### src/rtl/tpio_pkg.sv
// Constants shared by the timer pin function select block
//
// Contract
// RQ1 - Top bit 0 means compare mode; 0000 and 0100 disable pin; 0001-0011 start low.
// RQ2 - Codes 0101, 0110, 0111 keep compare mode and start the pin high.
// RQ3 - Compare mode, low bits 01: pin goes low on each compare match.
// RQ4 - Compare mode, low bits 10: pin goes high on each compare match.
// RQ5 - Compare mode, low bits 11: pin level inverts on each compare match.
// RQ6 - Pin capture, low bits 00: capture on each rising pin edge.
// RQ7 - Pin capture, low bits 01: capture on each falling pin edge.
// RQ8 - Pin capture, bit 1 set: capture on both edges, bit 0 ignored.
// RQ9 - Third channel C and fourth channel A capture from pin only with code 10xx.
// RQ10 - Third channel C, code 11xx: fourth channel count clock is capture source.
// RQ11 - Under 11xx third channel C captures on each fourth channel count step.
// RQ12 - Fourth channel A, code 11xx: capture on third channel A match or capture.
// RQ13 - Fifth channel A ignores bit 2 in capture mode; own pin always source.
// RQ14 - Third channel buffer mode on: C field ignored, no capture or compare events.
// RQ15 - Each capture event copies the channel counter into its general register.
package tpio_pkg;

  // ------------------------------------------------------------------
  // Register byte offsets
  // ------------------------------------------------------------------
  localparam logic [7:0] TPIO_OFF_CH3_LOW_IO = 8'h00;
  localparam logic [7:0] TPIO_OFF_CH4_IO     = 8'h04;
  localparam logic [7:0] TPIO_OFF_CH5_IO     = 8'h08;
  localparam logic [7:0] TPIO_OFF_CH3_MODE   = 8'h0c;
  localparam logic [7:0] TPIO_OFF_CH3_GRC    = 8'h10;
  localparam logic [7:0] TPIO_OFF_CH4_GRA    = 8'h14;
  localparam logic [7:0] TPIO_OFF_CH5_GRA    = 8'h18;
  localparam logic [7:0] TPIO_OFF_STATUS     = 8'h1c;
  localparam logic [7:0] TPIO_OFF_MASK       = 8'h20;

  // ------------------------------------------------------------------
  // Field positions and reset values
  // ------------------------------------------------------------------
  localparam int          TPIO_CTRL_W        = 8;
  localparam int          TPIO_FIELD_W       = 4;
  localparam int          TPIO_BFA_BIT       = 4;
  localparam int          TPIO_EVT_W         = 3;
  localparam int          TPIO_EVT_CH3C      = 0;
  localparam int          TPIO_EVT_CH4A      = 1;
  localparam int          TPIO_EVT_CH5A      = 2;
  localparam logic [7:0]  TPIO_CTRL_RST      = 8'h00;
  localparam logic [7:0]  TPIO_MODE_RST      = 8'h00;
  localparam logic [15:0] TPIO_GR_RST        = 16'hffff;
  localparam logic [2:0]  TPIO_MASK_RST      = 3'h0;

  // ------------------------------------------------------------------
  // Compare actions on the two low field bits
  // ------------------------------------------------------------------
  localparam logic [1:0]  TPIO_ACT_NONE      = 2'h0;
  localparam logic [1:0]  TPIO_ACT_LOW       = 2'h1;
  localparam logic [1:0]  TPIO_ACT_HIGH      = 2'h2;
  localparam logic [1:0]  TPIO_ACT_TOGGLE    = 2'h3;

endpackage

### src/rtl/tpio_top.sv
// Pin function select for three timer general registers, with APB registers
//
// Implementation choices: register access over APB and the placing of the registers.
`timescale 1ns/10ps
`default_nettype none
module tpio_top
  import tpio_pkg::*;
#(
  parameter int W = 16
) (
  // Clock and reset
  input  wire logic         clk_sys_in,
  input  wire logic         reset_n_in,
  // APB slave
  input  wire logic         psel_in,
  input  wire logic         penable_in,
  input  wire logic         pwrite_in,
  input  wire logic [7:0]   paddr_in,
  input  wire logic [31:0]  pwdata_in,
  output logic [31:0]       prdata_out,
  output logic              pready_out,
  output logic              pslverr_out,
  // Counters and neighbour events from the timer core
  input  wire logic [W-1:0] ch3_counter_in,
  input  wire logic [W-1:0] ch4_counter_in,
  input  wire logic [W-1:0] ch5_counter_in,
  input  wire logic         ch4_count_step_in,
  input  wire logic         ch3_rega_event_in,
  // Timer pins
  input  wire logic         ch3_pin_c_in,
  output logic              ch3_pin_c_out,
  output logic              ch3_pin_c_oe_out,
  input  wire logic         ch4_pin_a_in,
  output logic              ch4_pin_a_out,
  output logic              ch4_pin_a_oe_out,
  input  wire logic         ch5_pin_a_in,
  output logic              ch5_pin_a_out,
  output logic              ch5_pin_a_oe_out,
  // Event outputs and interrupt
  output logic [2:0]        event_out,
  output logic              irq_out
);

  // ------------------------------------------------------------------
  // Registers
  // ------------------------------------------------------------------
  logic [7:0]   ch3_low_io_control;
  logic [7:0]   ch4_io_control;
  logic [7:0]   ch5_io_control;
  logic [7:0]   ch3_mode_register;
  logic [W-1:0] ch3_general_reg_c;
  logic [W-1:0] ch4_general_reg_a;
  logic [W-1:0] ch5_general_reg_a;
  logic [2:0]   status;
  logic [2:0]   mask;
  logic [2:0]   events;

  logic         setup;
  logic         access;
  logic         wr_acc;
  logic         rd_acc;
  logic         mapped;
  logic [31:0]  next_rdata;
  logic         buffer_mode_a_enable;

  logic         wr_ch3_io;
  logic         wr_ch4_io;
  logic         wr_ch5_io;
  logic         wr_ch3_grc;
  logic         wr_ch4_gra;
  logic         wr_ch5_gra;
  logic         rd_status;

  logic         ch3_rise;
  logic         ch3_fall;
  logic         ch4_rise;
  logic         ch4_fall;
  logic         ch5_rise;
  logic         ch5_fall;

  // ------------------------------------------------------------------
  // APB decode
  // ------------------------------------------------------------------
  assign setup  = psel_in & ~penable_in;
  assign access = psel_in & penable_in;
  assign wr_acc = access & pwrite_in;
  assign rd_acc = access & ~pwrite_in;
  assign pready_out = 1'b1;

  assign wr_ch3_io  = wr_acc & (paddr_in == TPIO_OFF_CH3_LOW_IO);
  assign wr_ch4_io  = wr_acc & (paddr_in == TPIO_OFF_CH4_IO);
  assign wr_ch5_io  = wr_acc & (paddr_in == TPIO_OFF_CH5_IO);
  assign wr_ch3_grc = wr_acc & (paddr_in == TPIO_OFF_CH3_GRC);
  assign wr_ch4_gra = wr_acc & (paddr_in == TPIO_OFF_CH4_GRA);
  assign wr_ch5_gra = wr_acc & (paddr_in == TPIO_OFF_CH5_GRA);
  assign rd_status  = rd_acc & (paddr_in == TPIO_OFF_STATUS);
  assign buffer_mode_a_enable = ch3_mode_register[TPIO_BFA_BIT];

  always_comb begin
    next_rdata = 32'h0000_0000;
    mapped     = 1'b1;
    case (paddr_in)
      TPIO_OFF_CH3_LOW_IO: next_rdata[7:0]   = ch3_low_io_control;
      TPIO_OFF_CH4_IO:     next_rdata[7:0]   = ch4_io_control;
      TPIO_OFF_CH5_IO:     next_rdata[7:0]   = ch5_io_control;
      TPIO_OFF_CH3_MODE:   next_rdata[7:0]   = ch3_mode_register;
      TPIO_OFF_CH3_GRC:    next_rdata[W-1:0] = ch3_general_reg_c;
      TPIO_OFF_CH4_GRA:    next_rdata[W-1:0] = ch4_general_reg_a;
      TPIO_OFF_CH5_GRA:    next_rdata[W-1:0] = ch5_general_reg_a;
      TPIO_OFF_STATUS:     next_rdata[2:0]   = status;
      TPIO_OFF_MASK:       next_rdata[2:0]   = mask;
      default:             mapped            = 1'b0;
    endcase
  end

  // Read data and error are sampled in the setup cycle, shown in the access cycle
  always_ff @(posedge clk_sys_in or negedge reset_n_in) begin
    if (!reset_n_in) begin
      prdata_out  <= 32'h0000_0000;
      pslverr_out <= 1'b0;
    end else if (setup) begin
      prdata_out  <= pwrite_in ? 32'h0000_0000 : next_rdata;
      pslverr_out <= ~mapped;
    end else if (!psel_in) begin
      pslverr_out <= 1'b0;
    end
  end

  // ------------------------------------------------------------------
  // Control registers
  // ------------------------------------------------------------------
  always_ff @(posedge clk_sys_in or negedge reset_n_in) begin
    if (!reset_n_in) begin
      ch3_low_io_control <= TPIO_CTRL_RST;
      ch4_io_control     <= TPIO_CTRL_RST;
      ch5_io_control     <= TPIO_CTRL_RST;
      ch3_mode_register  <= TPIO_MODE_RST;
      mask               <= TPIO_MASK_RST;
    end else if (wr_acc) begin
      case (paddr_in)
        TPIO_OFF_CH3_LOW_IO: ch3_low_io_control <= pwdata_in[7:0];
        TPIO_OFF_CH4_IO:     ch4_io_control     <= pwdata_in[7:0];
        TPIO_OFF_CH5_IO:     ch5_io_control     <= pwdata_in[7:0];
        TPIO_OFF_CH3_MODE:   ch3_mode_register  <= pwdata_in[7:0];
        TPIO_OFF_MASK:       mask               <= pwdata_in[2:0];
        default:             mask               <= mask;
      endcase
    end
  end

  // ------------------------------------------------------------------
  // Status and interrupt
  // ------------------------------------------------------------------
  // Only bits that the read returned are cleared; a new event always wins
  always_ff @(posedge clk_sys_in or negedge reset_n_in) begin
    if (!reset_n_in) begin
      status <= 3'h0;
    end else begin
      status <= (status & ~(rd_status ? prdata_out[2:0] : 3'h0)) | events;
    end
  end

  assign irq_out   = |(status & mask);
  assign event_out = events;

  // ------------------------------------------------------------------
  // Pin synchronisers
  // ------------------------------------------------------------------
  tpio_sync u_sync_ch3 (
    .clk_sys_in (clk_sys_in),
    .reset_n_in (reset_n_in),
    .pin_in     (ch3_pin_c_in),
    .level_out  (),
    .rise_out   (ch3_rise),
    .fall_out   (ch3_fall)
  );

  tpio_sync u_sync_ch4 (
    .clk_sys_in (clk_sys_in),
    .reset_n_in (reset_n_in),
    .pin_in     (ch4_pin_a_in),
    .level_out  (),
    .rise_out   (ch4_rise),
    .fall_out   (ch4_fall)
  );

  tpio_sync u_sync_ch5 (
    .clk_sys_in (clk_sys_in),
    .reset_n_in (reset_n_in),
    .pin_in     (ch5_pin_a_in),
    .level_out  (),
    .rise_out   (ch5_rise),
    .fall_out   (ch5_fall)
  );

  // ------------------------------------------------------------------
  // Channel units
  // ------------------------------------------------------------------
  // RQ10 RQ11 fourth channel count step
  // RQ14 buffer mode blocks C
  tpio_chan #(.W(W), .ALT_SRC(1'b1)) u_ch3c (
    .clk_sys_in    (clk_sys_in),
    .reset_n_in    (reset_n_in),
    .mode_in       (ch3_low_io_control[3:0]),
    .mode_wr_in    (wr_ch3_io),
    .mode_wdata_in (pwdata_in[3:0]),
    .blocked_in    (buffer_mode_a_enable),
    .count_in      (ch3_counter_in),
    .gr_wr_in      (wr_ch3_grc),
    .gr_wdata_in   (pwdata_in[W-1:0]),
    .pin_rise_in   (ch3_rise),
    .pin_fall_in   (ch3_fall),
    .alt_event_in  (ch4_count_step_in),
    .gr_out        (ch3_general_reg_c),
    .pin_out       (ch3_pin_c_out),
    .pin_oe_out    (ch3_pin_c_oe_out),
    .event_out     (events[TPIO_EVT_CH3C])
  );

  // RQ12 third channel A event
  tpio_chan #(.W(W), .ALT_SRC(1'b1)) u_ch4a (
    .clk_sys_in    (clk_sys_in),
    .reset_n_in    (reset_n_in),
    .mode_in       (ch4_io_control[3:0]),
    .mode_wr_in    (wr_ch4_io),
    .mode_wdata_in (pwdata_in[3:0]),
    .blocked_in    (1'b0),
    .count_in      (ch4_counter_in),
    .gr_wr_in      (wr_ch4_gra),
    .gr_wdata_in   (pwdata_in[W-1:0]),
    .pin_rise_in   (ch4_rise),
    .pin_fall_in   (ch4_fall),
    .alt_event_in  (ch3_rega_event_in),
    .gr_out        (ch4_general_reg_a),
    .pin_out       (ch4_pin_a_out),
    .pin_oe_out    (ch4_pin_a_oe_out),
    .event_out     (events[TPIO_EVT_CH4A])
  );

  // RQ13 no internal source
  tpio_chan #(.W(W), .ALT_SRC(1'b0)) u_ch5a (
    .clk_sys_in    (clk_sys_in),
    .reset_n_in    (reset_n_in),
    .mode_in       (ch5_io_control[3:0]),
    .mode_wr_in    (wr_ch5_io),
    .mode_wdata_in (pwdata_in[3:0]),
    .blocked_in    (1'b0),
    .count_in      (ch5_counter_in),
    .gr_wr_in      (wr_ch5_gra),
    .gr_wdata_in   (pwdata_in[W-1:0]),
    .pin_rise_in   (ch5_rise),
    .pin_fall_in   (ch5_fall),
    .alt_event_in  (1'b0),
    .gr_out        (ch5_general_reg_a),
    .pin_out       (ch5_pin_a_out),
    .pin_oe_out    (ch5_pin_a_oe_out),
    .event_out     (events[TPIO_EVT_CH5A])
  );

  logic [3:0] m5;
  logic       ch5_match;
  assign m5 = ch5_io_control[3:0];
  assign ch5_match = ~m5[3] & (ch5_counter_in == ch5_general_reg_a);
endmodule
`default_nettype wire

### src/rtl/tpio_sync.sv
// Two-stage pin synchroniser with edge detection
`timescale 1ns/10ps
`default_nettype none
module tpio_sync (
  // Clock and reset
  input  wire logic clk_sys_in,
  input  wire logic reset_n_in,
  // Pin side
  input  wire logic pin_in,
  // Synchronised side
  output logic      level_out,
  output logic      rise_out,
  output logic      fall_out
);
  logic meta;
  logic sync;
  logic prev;

  always_ff @(posedge clk_sys_in or negedge reset_n_in) begin
    if (!reset_n_in) begin
      meta <= 1'b0;
      sync <= 1'b0;
      prev <= 1'b0;
    end else begin
      meta <= pin_in;
      sync <= meta;
      prev <= sync;
    end
  end

  assign level_out = sync;
  assign rise_out  = sync & ~prev;
  assign fall_out  = ~sync & prev;
endmodule
`default_nettype wire

### src/rtl/tpio_chan.sv
// One general register with its compare output and capture input
`timescale 1ns/10ps
`default_nettype none
module tpio_chan
  import tpio_pkg::*;
#(
  parameter int W       = 16,
  parameter bit ALT_SRC = 1'b1
) (
  // Clock and reset
  input  wire logic         clk_sys_in,
  input  wire logic         reset_n_in,
  // Control field and its write strobe
  input  wire logic [3:0]   mode_in,
  input  wire logic         mode_wr_in,
  input  wire logic [3:0]   mode_wdata_in,
  input  wire logic         blocked_in,
  // Counter and software write of the general register
  input  wire logic [W-1:0] count_in,
  input  wire logic         gr_wr_in,
  input  wire logic [W-1:0] gr_wdata_in,
  // Capture sources
  input  wire logic         pin_rise_in,
  input  wire logic         pin_fall_in,
  input  wire logic         alt_event_in,
  // Results
  output logic [W-1:0]      gr_out,
  output logic              pin_out,
  output logic              pin_oe_out,
  output logic              event_out
);
  logic use_alt;
  logic pin_evt;
  logic cap_evt;
  logic match;

  // Internal source only where the channel has one; else bit 2 is don't care
  assign use_alt = ALT_SRC & mode_in[2];
  always_comb begin
    // Edge select on the two low bits
    if (mode_in[1]) begin
      pin_evt = pin_rise_in | pin_fall_in;
    end else if (mode_in[0]) begin
      pin_evt = pin_fall_in;
    end else begin
      pin_evt = pin_rise_in;
    end
  end
  // RQ6 RQ7 RQ8 pin edge capture
  // RQ9 RQ10 RQ13 source select
  assign cap_evt = ~blocked_in & mode_in[3] & (use_alt ? alt_event_in : pin_evt);
  // RQ14 buffer use blocks events
  assign match = ~blocked_in & ~mode_in[3] & (count_in == gr_out);
  assign event_out = cap_evt | match;
  // RQ1 output disabled codes
  assign pin_oe_out = ~blocked_in & ~mode_in[3] & (mode_in[1:0] != TPIO_ACT_NONE);

  // RQ15 capture copies counter
  always_ff @(posedge clk_sys_in or negedge reset_n_in) begin
    if (!reset_n_in) begin
      gr_out <= TPIO_GR_RST;
    end else if (cap_evt) begin
      gr_out <= count_in;
    end else if (gr_wr_in) begin
      gr_out <= gr_wdata_in;
    end
  end

  always_ff @(posedge clk_sys_in or negedge reset_n_in) begin
    if (!reset_n_in) begin
      pin_out <= 1'b0;
    end else if (mode_wr_in) begin
      // RQ1 RQ2 initial level
      pin_out <= mode_wdata_in[2];
    end else if (match) begin
      case (mode_in[1:0])
        // RQ3 low on match
        TPIO_ACT_LOW:    pin_out <= 1'b0;
        // RQ4 high on match
        TPIO_ACT_HIGH:   pin_out <= 1'b1;
        // RQ5 toggle on match
        TPIO_ACT_TOGGLE: pin_out <= ~pin_out;
        default:         pin_out <= pin_out;
      endcase
    end
  end
endmodule
`default_nettype wire

### config.mk
export PLATFORM = sky130hd
export DESIGN_NAME = tpio_top
export DESIGN_NICKNAME = d
export VERILOG_FILES = /design/src/rtl/tpio_pkg.sv /design/src/rtl/tpio_top.sv /design/src/rtl/tpio_sync.sv /design/src/rtl/tpio_chan.sv
export SDC_FILE = /design/constraint.sdc
export NUM_CORES = 1
export LEC_CHECK = 0
export ABC_AREA = 1
export BUFFER_PORTS_ARGS = -buffer_cell sky130_fd_sc_hd__buf_2
export CAP_MARGIN = 20
export CORE_MARGIN = 2
export CORE_UTILIZATION = 40
export CTS_CLUSTER_SIZE = 12
export DETAILED_ROUTE_END_ITERATION = 12
export GPL_TIMING_DRIVEN = 0
export SLEW_MARGIN = 15
export SYNTH_ARGS = -nofsm -noshare
export SYNTH_HDL_FRONTEND = slang
export SYNTH_HIERARCHICAL = 1
export SYNTH_SLANG_ARGS = --single-unit
export TNS_END_PERCENT = 50
### constraint.sdc
create_clock -name clk_sys_in -period 1.55 [get_ports clk_sys_in]
set_input_delay 0.465 -clock clk_sys_in [delete_from_list [all_inputs] [get_ports clk_sys_in]]
set_output_delay 0.465 -clock clk_sys_in [all_outputs]
set_load 0.03 [all_outputs]
==> results of run 1 <==
[per-layer routing]
metal  track usage (%)  wire (um)  vias up  part of all wire (%)
li1                  -          -     3516                     -
met1              34.5      11000     3342                    46
met2              37.4      10800      246                    45
met3              4.99       1560       28                   6.5
met4              6.32        434        0                   1.8
met5                 0          0        -                     0
[sequential cells by signal, summed over array words and instances (netlist names), 3 cells and up]
register	count
prdata_out	16
u_ch3c/gr_out	16
u_ch4a/gr_out	16
u_ch5a/gr_out	16
ch3_low_io_control	8
ch3_mode_register	8
ch4_io_control	8
ch5_io_control	8
mask	3
status	3
[through the flow]
step | util (%) | worst slack (ps) | TNS [ps]
after floorplan | - | -90.7 | -1680
after detailed placement | 46.2 | -677 | -37710
final | 53.5 | -768 | -3110
after global routing | 53.5 | -868 | -3790
after CTS | 51.9 | -766 | -3190
after global placement | 46.0 | -1570 | -184260
[repair_timing]
action / CTS / global route
endpoints found under the hold margin: 20 / 0
pin swaps: 25 / 38
endpoints found under the setup margin: 41 / 42
resized for setup: 70 / 53
setup buffers: 32 / 20
hold buffers: 1 / 0
[final cells by class]
class,count,area [um^2]
fillers,1751,8640
repair buffers,162,1040
inverters,150,617
clock inverters,9,128
well taps,234,293
plain buffers,47,423
flip-flops and latches,115,2950
clock buffers,23,468
diodes,1,2.50
multi-input cells,690,4020
[kinds of logic after synthesis]
kind of cell               count (synthesis)  share of synthesized area (%)
DFF                                      115                           38.9
xor gates and xnor gates                  11                           1.28
AOI/OAI and AO/OA                         95                           12.0
adders and majority gates                  9                           1.49
other                                      2                         0.0995
and+or+nand+nor                          555                           33.6
buffers and inverters                    197                           12.6
[where the power goes]
group	internal, uW	total, uW	switching [uW]
combinational	506	1250	742
sequential	3220	3340	112
clock	2610	4010	1410
[path summary, 6_finish.rpt]
check                                       start                   end  slack, ps  depth (start not counted)
worst max register to register  u_ch5a/gr_out[13]        u_ch5a/pin_out        -40                          9
worst min-delay path                 ch4_pin_a_in       u_sync_ch4/meta        150                          1
max in group asynchronous              reset_n_in      u_ch3c/gr_out[4]        270                          3
worst max-delay path            u_ch5a/gr_out[13]          event_out[2]       -770                          7
min in group asynchronous              reset_n_in         prdata_out[1]        510                          2
worst min register to register    u_sync_ch3/meta  u_sync_ch3/level_out        350                          0
[layout by cell type, fill, tap and decap left out, types with 6 or more instances in the layout]
master,instances
buf_6,24
nand3_2,9
dfrtp_2,6
nand2_4,10
nor2_2,13
o221ai_2,26
nand3_1,132
inv_1,99
nand2_1,264
ha_1,6
o21ai_1,15
dfrtp_1,61
nor2_1,52
nand4_1,9
o21ai_2,24
xnor2_1,11
o21ai_0,11
clkbuf_16,17
inv_4,9
o221ai_1,7
nand2_2,33
buf_4,75
buf_2,100
conb_1,20
dfstp_2,48
nor2_4,21
inv_2,40
==> results.toml, run 1 <==
[synthesis]
synthCells = 984
synth-edff-count = 0
yosysSeqAreaShare_pct = 38.9
async_reset_ff_share_pct = 100
yosysTopAreaCell = "dfrtp_1"
synth_top_area_share_pct = 22.2
synthFlopType = "dfrtp_1"
ys_warn_count = 6
yosysUniqueCellTypes = 37
synth_most_common_cell = "nand2_1"
synth-seq-cells = 115
ys_top_cells_by_area = "dfrtp_1, dfstp_2, nand2_1"
synth.cell_area_um2 = 7550
syn_area_per_cell_um2 = 7.67
synthTopCellsByCount = "nand2_1, nand3_1, inv_1, nor2_1, dfrtp_1"

[setup_path]
critPathMaxFanout = 3
critPathKind = "reg -> out"
cpLargestDelayFamily = "simple AND/OR/NAND/NOR gates"
arrival_ps = 1850
crit_path_end_kind = "output port"
cp_slowest_stage_delay_ps = 550
worst-path-buf-inv = 2
crit_chain = "inv_1 -> nand2_1 -> nand4_1 -> nor2_2 -> nand3_2 -> nand2_4 -> buf_6"
cp-start-kind = "flip-flop"
crit_required_ps = 1080
crit_slowest_cell = "dfstp_2"

[power]
total_power_uw = 8600
power.density_nw_per_um2 = 865
leakagePower_uw = 0.00514
vdd_drop_max_mv = 0.735

[clock_tree]
htreeDepth = 4
cts_buffers = 17
clock_path_buffers = 2
root_buffer = "clkbuf_16"
cts_sinks = 115
clk_pin_slew_worst_paths_ps = 60
clk_latency_ps = 420
cts_tree = "built"

[final_layout]
instances_no_fill = 1431
design_area_um2 = 9940
drive_above_1_share_pct = 41.3
num-nets-final = 1290
syn_to_final_growth_pct = 31.7

[placed_design]
gp_congestion = 0.923
place_inst = 1345
placed_area_um2 = 8590
dp_hpwl_mm = 17.9
io_buffers = 108

[timing]
tightest_slew_ps = 503
slew_violations = 0
layout_worst_path_cycle_share_pct = 150
post-route-min-period_ps = 2320
holdWs_ps = 152
setup_viol = 9
fin_skew_ps = 9.84
fin_ws_ps = -768
fmax_mhz = 431
rsz0062_at_grt = "true"
hold_viol_final = 0
relSlewSlack_pct = 66.5

[floorplanning]
core.rowCount = 50
die_y_um = 141
start_util_pct = 40.6
die_w_um = 141
ios = 142
dieArea_um2 = 20000
coreArea_um2 = 18600

[global_route]
grt.overflow.total = 0
grt_max_degree = 81
grt_antenna_before_repair = 0
grt_use_total_pct = 24.1
grt_pass1_vias = 6888
grt_pass1_wl_mm = 36.8

[route]
vias = 7132
drt_iter0_drc = 563
wl_per_cell_um = 16.7
ant_nets = 0
drt-total-wl_mm = 23.8
firstDrtPassIters = 7
drc = 0
vias_per_cell = 4.98

[flow_run]
maxCapViolations = 0

[outcome]
violations = "setup timing"
status = "complete, but fails checks"

[worst_hold_path]
hp-class = "in -> reg"
(Power assumes the default switching activity.)
==> run 2: changes to the inputs <==
--- a/config.mk
+++ b/config.mk
@@ -9,10 +9,11 @@
 export BUFFER_PORTS_ARGS = -buffer_cell sky130_fd_sc_hd__buf_2
 export CAP_MARGIN = 20
 export CORE_MARGIN = 2
-export CORE_UTILIZATION = 40
+export CORE_UTILIZATION = 49
 export CTS_CLUSTER_SIZE = 12
 export DETAILED_ROUTE_END_ITERATION = 12
 export GPL_TIMING_DRIVEN = 0
+export PLACE_DENSITY = 0.75
 export SLEW_MARGIN = 15
 export SYNTH_ARGS = -nofsm -noshare
 export SYNTH_HDL_FRONTEND = slang
==> run 2 against run 1 <==
The run still ends with setup timing left. Final cell count shrank 3.3%. Die area shrank 18%. Worst setup slack gained 0.81 ps. Clock power grew 4%. Sequential cell count is the same. Via count grew 3.3%. Global-route usage grew 3.9 points. Maximum frequency is essentially flat. Routed wire length shrank 3.4%. Hold slack lost 8.3 ps.
==> results.toml, run 2 (synthesis results as in run 1) <==
[timing]
fmax_mhz = 432
hold_viol_final = 0
fin_tns_setup_ps = -3350
setup_viol = 9
fin_ws_ps = -767
fin_skew_ps = 7.20
layout_worst_path_cycle_share_pct = 149
slew_violations = 0
post-route-min-period_ps = 2320
rsz0062_at_grt = "true"

[clock_tree]
cts_buffers = 17
cts_sinks = 115
clk_latency_ps = 430
root_buffer = "clkbuf_16"
htreeDepth = 4
cts_tree = "built"
clk_pin_slew_worst_paths_ps = 50
clock_path_buffers = 2

[global_route]
grt_antenna_before_repair = 1
grt_use_total_pct = 28.0
grt.overflow.total = 0
grt_pass1_vias = 6679
grt_pass1_wl_mm = 34.9
grt_max_degree = 74

[power]
sw_frac_of_total_pct = 26.0
p_sw_uw = 2270
internal_power_uw = 6460
power.density_nw_per_um2 = 887
power_frac_seq_pct = 38.3
clockPowerShare_pct = 47.9
leakagePower_uw = 0.00515
vdd_drop_max_mv = 0.716
power_frac_comb_pct = 13.8

[route]
vias_per_cell = 5.32
firstDrtPassIters = 5
wl_per_cell_um = 16.6
drt-total-wl_mm = 23.0
ant_nets = 0
drc = 0
vias = 7369
drt_iter0_drc = 749

[floorplanning]
dieArea_um2 = 16400
core.rowCount = 45
die_w_um = 128
die_y_um = 128
coreArea_um2 = 15100
start_util_pct = 49.8
ios = 142

[final_layout]
diodes = 0
fill_cells = 1272
drive_above_1_share_pct = 40.4
layout_common_cells = "nand2_1, nand3_1, buf_2, inv_1, buf_4"
num-nets-final = 1290
syn_to_final_growth_pct = 30.4
instances_no_fill = 1384
layout_commonest_cell = "nand2_1"

[placed_design]
gp_congestion = 0.962
dp_hpwl_mm = 16.9
place_inst = 1299
io_buffers = 108

[setup_path]
crit_path_end_kind = "output port"
reg2regPathDepth = 12
critPathKind = "reg -> out"
cp-start-kind = "flip-flop"
critPathMaxFanout = 3
arrival_ps = 1850
crit_required_ps = 1080

[worst_hold_path]
hp-class = "in -> reg"
min_path_cells = 1

[outcome]
status = "complete, but fails checks"
violations = "setup timing"

[flow_run]
maxCapViolations = 0
-- run 2: cell count changes in the layout (fill, tap and decap cells not counted), moves of 2 or more --
cell      change
buf_6         +2
clkbuf_1      -2
clkinv_2      +4
inv_4         -2
nand2_1       +8
nand2_2       -7
nor2_1        +4
nor2_4        -4
-- run 2: what timing repair did --
action                                  in CTS  in global routing
hold buffers                                 1                  0
gates resized for setup                     53                 55
cloned                                       0                  0
pin swaps                                   18                 30
setup buffers                               28                 25
endpoints found under the setup margin      39                 45
endpoints found under the hold margin       18                  0
-- run 2: metal layers --
metal,track usage [%],share of wire (%),up-vias
met4,8.40,2.1,0
li1,-,-,3525
met5,0,0,-
met3,6.84,10,34
met1,38.6,42,3428
met2,43.9,46,382
-- run 2: worst paths after layout --
check	startpoint	to	slack, ps
max in group asynchronous	reset_n_in	u_ch4a/gr_out[11]	260
min in group asynchronous	reset_n_in	prdata_out[2]	540
worst min register to register	u_sync_ch5/meta	u_sync_ch5/level_out	340
worst max register to register	u_ch3c/gr_out[3]	u_ch3c/pin_out	-130
worst min-delay path	ch3_pin_c_in	u_sync_ch3/meta	140
worst max-delay path	ch4_io_control[3]	event_out[1]	-770
-- run 2: critical path, cell delays in order (launching register included) --
cell and delay, ps:
dfrtp_1 410, inv_2 90, nand2_2 110, nor2_1 150, nand3_2 110, nor2_4 160, nand3_2 130, nand2_4 120
buf_6 140
-- run 2: cell type report --
cell class	count	area [um^2]	area share [%]
repair buffers	162	1040	10.6
flip-flops and latches	115	2950	29.9
clock inverters	11	158	1.60
well taps	188	235	2.39
clock buffers	21	460	4.68
inverters	150	617	6.27
multi-input cells	690	3960	40.2
plain buffers	47	428	4.35
-- run 2: power groups by stage --
stage                     registers, uW  clock network, uW  logic (uW)
after global routing               3350               4350        1300
after global placement             3380                  0         969
after floorplan                    3350                  0         627
after detailed placement           3390                  0         995
final                              3340               4180        1200
after CTS                          3340               4210        1090
-- run 2: metrics by stage --
stage	util [%]	instance area (um^2)	hold WS [ps]	setup WS, ps	power [uW]
after global placement	56.1	8500	331	-1490	4350
after floorplan	-	7720	169	-90.7	3970
final	65.0	9840	144	-767	8730
after global routing	65.0	9840	136	-825	9010
after CTS	62.7	9490	132	-751	8640
after detailed placement	56.3	8530	335	-651	4390
==> run 3: changes to the inputs <==
--- a/config.mk
+++ b/config.mk
@@ -19,4 +19,4 @@
 export SYNTH_HDL_FRONTEND = slang
 export SYNTH_HIERARCHICAL = 1
 export SYNTH_SLANG_ARGS = --single-unit
-export TNS_END_PERCENT = 50
+export TNS_END_PERCENT = 1
==> run 3 against run 2 <==
Hold slack worse by 5.6 ps. Sequential cell count unchanged. Non-clock buffer count decreased by 24. Sequential power about the same. Final cell count shrank 1.7%. Worst setup slack better by 4.2 ps. Via count decreased by 0.71%. Routed wire length is 1.2% lower. Final area fell by 1.3%. The flow still finishes with violations (setup timing). Clock-buffer cell count is 1 higher. Register-to-register slack better by 130 ps.
==> results.toml, run 3 (synthesis results as in run 1) <==
[route]
vias = 7317
firstDrtPassIters = 7
vias_per_cell = 5.38
drt-total-wl_mm = 22.8
topRoutingLayerUsed = "met4"
ant_nets = 0
wl_met2_mm = 10.3
wl_per_cell_um = 16.7
drt-met1-wl_mm = 9.67
drt_iter0_drc = 676
met3_length_mm = 2.09
drc = 0

[final_layout]
design_area_um2 = 9720
layout_commonest_cell = "nand2_1"
diodes = 0
layout_common_cells = "nand2_1, nand3_1, inv_1, buf_2, dfrtp_1"
multi_input_area_um2 = 3980
fill_cells = 1257
area.sequential_um2 = 2950
drive_above_1_share_pct = 39.4
syn_to_final_growth_pct = 28.7
num-nets-final = 1266

[outcome]
status = "complete, but fails checks"
violations = "setup timing"

[floorplanning]
die_y_um = 128
core.rowCount = 45
ios = 142
start_util_pct = 49.8
die_w_um = 128
coreArea_um2 = 15100
dieArea_um2 = 16400

[power]
vdd_drop_max_mv = 0.869
clockPowerShare_pct = 49.2
p_sw_uw = 2250
sw_frac_of_total_pct = 25.3
power.density_nw_per_um2 = 917
power_frac_comb_pct = 13.3
leakagePower_uw = 0.00506
internal_power_uw = 6660
power_frac_seq_pct = 37.5

[clock_tree]
clk_pin_slew_worst_paths_ps = 50
htreeDepth = 4
clock_path_buffers = 2
cts_buffers = 17
cts_sinks = 115
cts_tree = "built"
root_buffer = "clkbuf_16"
clk_latency_ps = 430

[timing]
hold_viol_final = 0
slew_violations = 0
fin_skew_ps = 3.82
post-route-min-period_ps = 2310
setup_viol = 15
layout_worst_path_cycle_share_pct = 149
fin_ws_ps = -763
fmax_mhz = 432
rsz0062_at_grt = "true"
fin_tns_setup_ps = -3220

[global_route]
grt_pass1_vias = 6730
grt.overflow.total = 0
grt_pass1_wl_mm = 35.3
grt_max_degree = 69
grt_use_total_pct = 28.4
grt_antenna_before_repair = 0

[placed_design]
placed_area_um2 = 8510
dp_hpwl_mm = 16.8
gp_congestion = 0.975
io_buffers = 108

[setup_path]
crit_path_end_kind = "output port"
critPathMaxFanout = 3
cp-start-kind = "flip-flop"
crit_required_ps = 1080
arrival_ps = 1850
critPathKind = "reg -> out"

[worst_hold_path]
hp-class = "in -> reg"

[flow_run]
maxCapViolations = 0
[run 3: cell types whose count changed in the layout (fill, tap and decap cells not counted), moves of 3 or more]
cell,before,now
nand2_2,26,32
clkbuf_4,3,0
buf_8,1,4
inv_1,99,103
nand2_4,9,12
buf_4,74,57
inv_4,7,4
nand2_1,272,263
buf_6,26,20
nor2_2,13,10
[run 3: worst max-delay path, stage by stage (launching register included)]
cell and delay [ps]:
dfstp_2 570, inv_1 70, nand2_1 60, nand4_1 150, nor2_2 170, nand3_2 120, nand2_4 120, buf_6 140
[run 3: timing repair]
| item | in CTS | in global routing |
|---|---|---|
| endpoints found under the hold margin | 4 | 0 |
| gates resized for setup | 72 | 48 |
| hold buffers | 1 | 0 |
| setup buffers | 9 | 19 |
| pin swaps | 18 | 29 |
| setup endpoints to repair | 47 | 48 |
[run 3: per-layer routing]
metal,GRT usage (%),vias up
met5,0,-
met4,11.0,0
met3,6.68,53
met2,43.4,357
met1,39.1,3425
li1,-,3482
[run 3: layout make-up]
class	instances	area share, %
Buffer	47	4.57
Clock buffer	22	4.88
Clock inverter	10	1.83
Inverter	150	6.32
Multi-Input combinational cell	690	41.0
Sequential cell	115	30.3
Tap cell	188	2.42
Timing Repair Buffer	138	8.71
[run 3: path summary, 6_finish.rpt]
path	startpoint	end	slack (ps)	depth (start not counted)
max	u_ch4a/gr_out[11]	event_out[1]	-760	7
min	ch4_pin_a_in	u_sync_ch4/meta	140	1
max reg2reg	u_ch5a/gr_out[13]	u_ch5a/pin_out	0	9
min reg2reg	u_sync_ch5/meta	u_sync_ch5/level_out	350	0
max in group asynchronous	reset_n_in	u_ch5a/gr_out[4]	270	3
min in group asynchronous	reset_n_in	prdata_out[2]	540	2
[run 3: power groups by stage]
stage	clock (uW)	combinational (uW)	sequential, uW
final	4380	1190	3340
after global routing	4550	1290	3350
after CTS	4390	1060	3340
after detailed placement	0	995	3390
after global placement	0	964	3380
after floorplan	0	626	3350
[run 3: through the flow]
step	utilization, %	total power, uW	hold slack (ps)	setup slack (ps)	instances
floorplan	-	3970	169	-90.9	1002
CTS	62.4	8790	133	-761	1341
finish	64.1	8910	139	-763	1360
global route	64.1	9190	133	-835	1360
detailed placement	56.2	4380	336	-672	1299
global placement	56.0	4350	333	-1450	1298
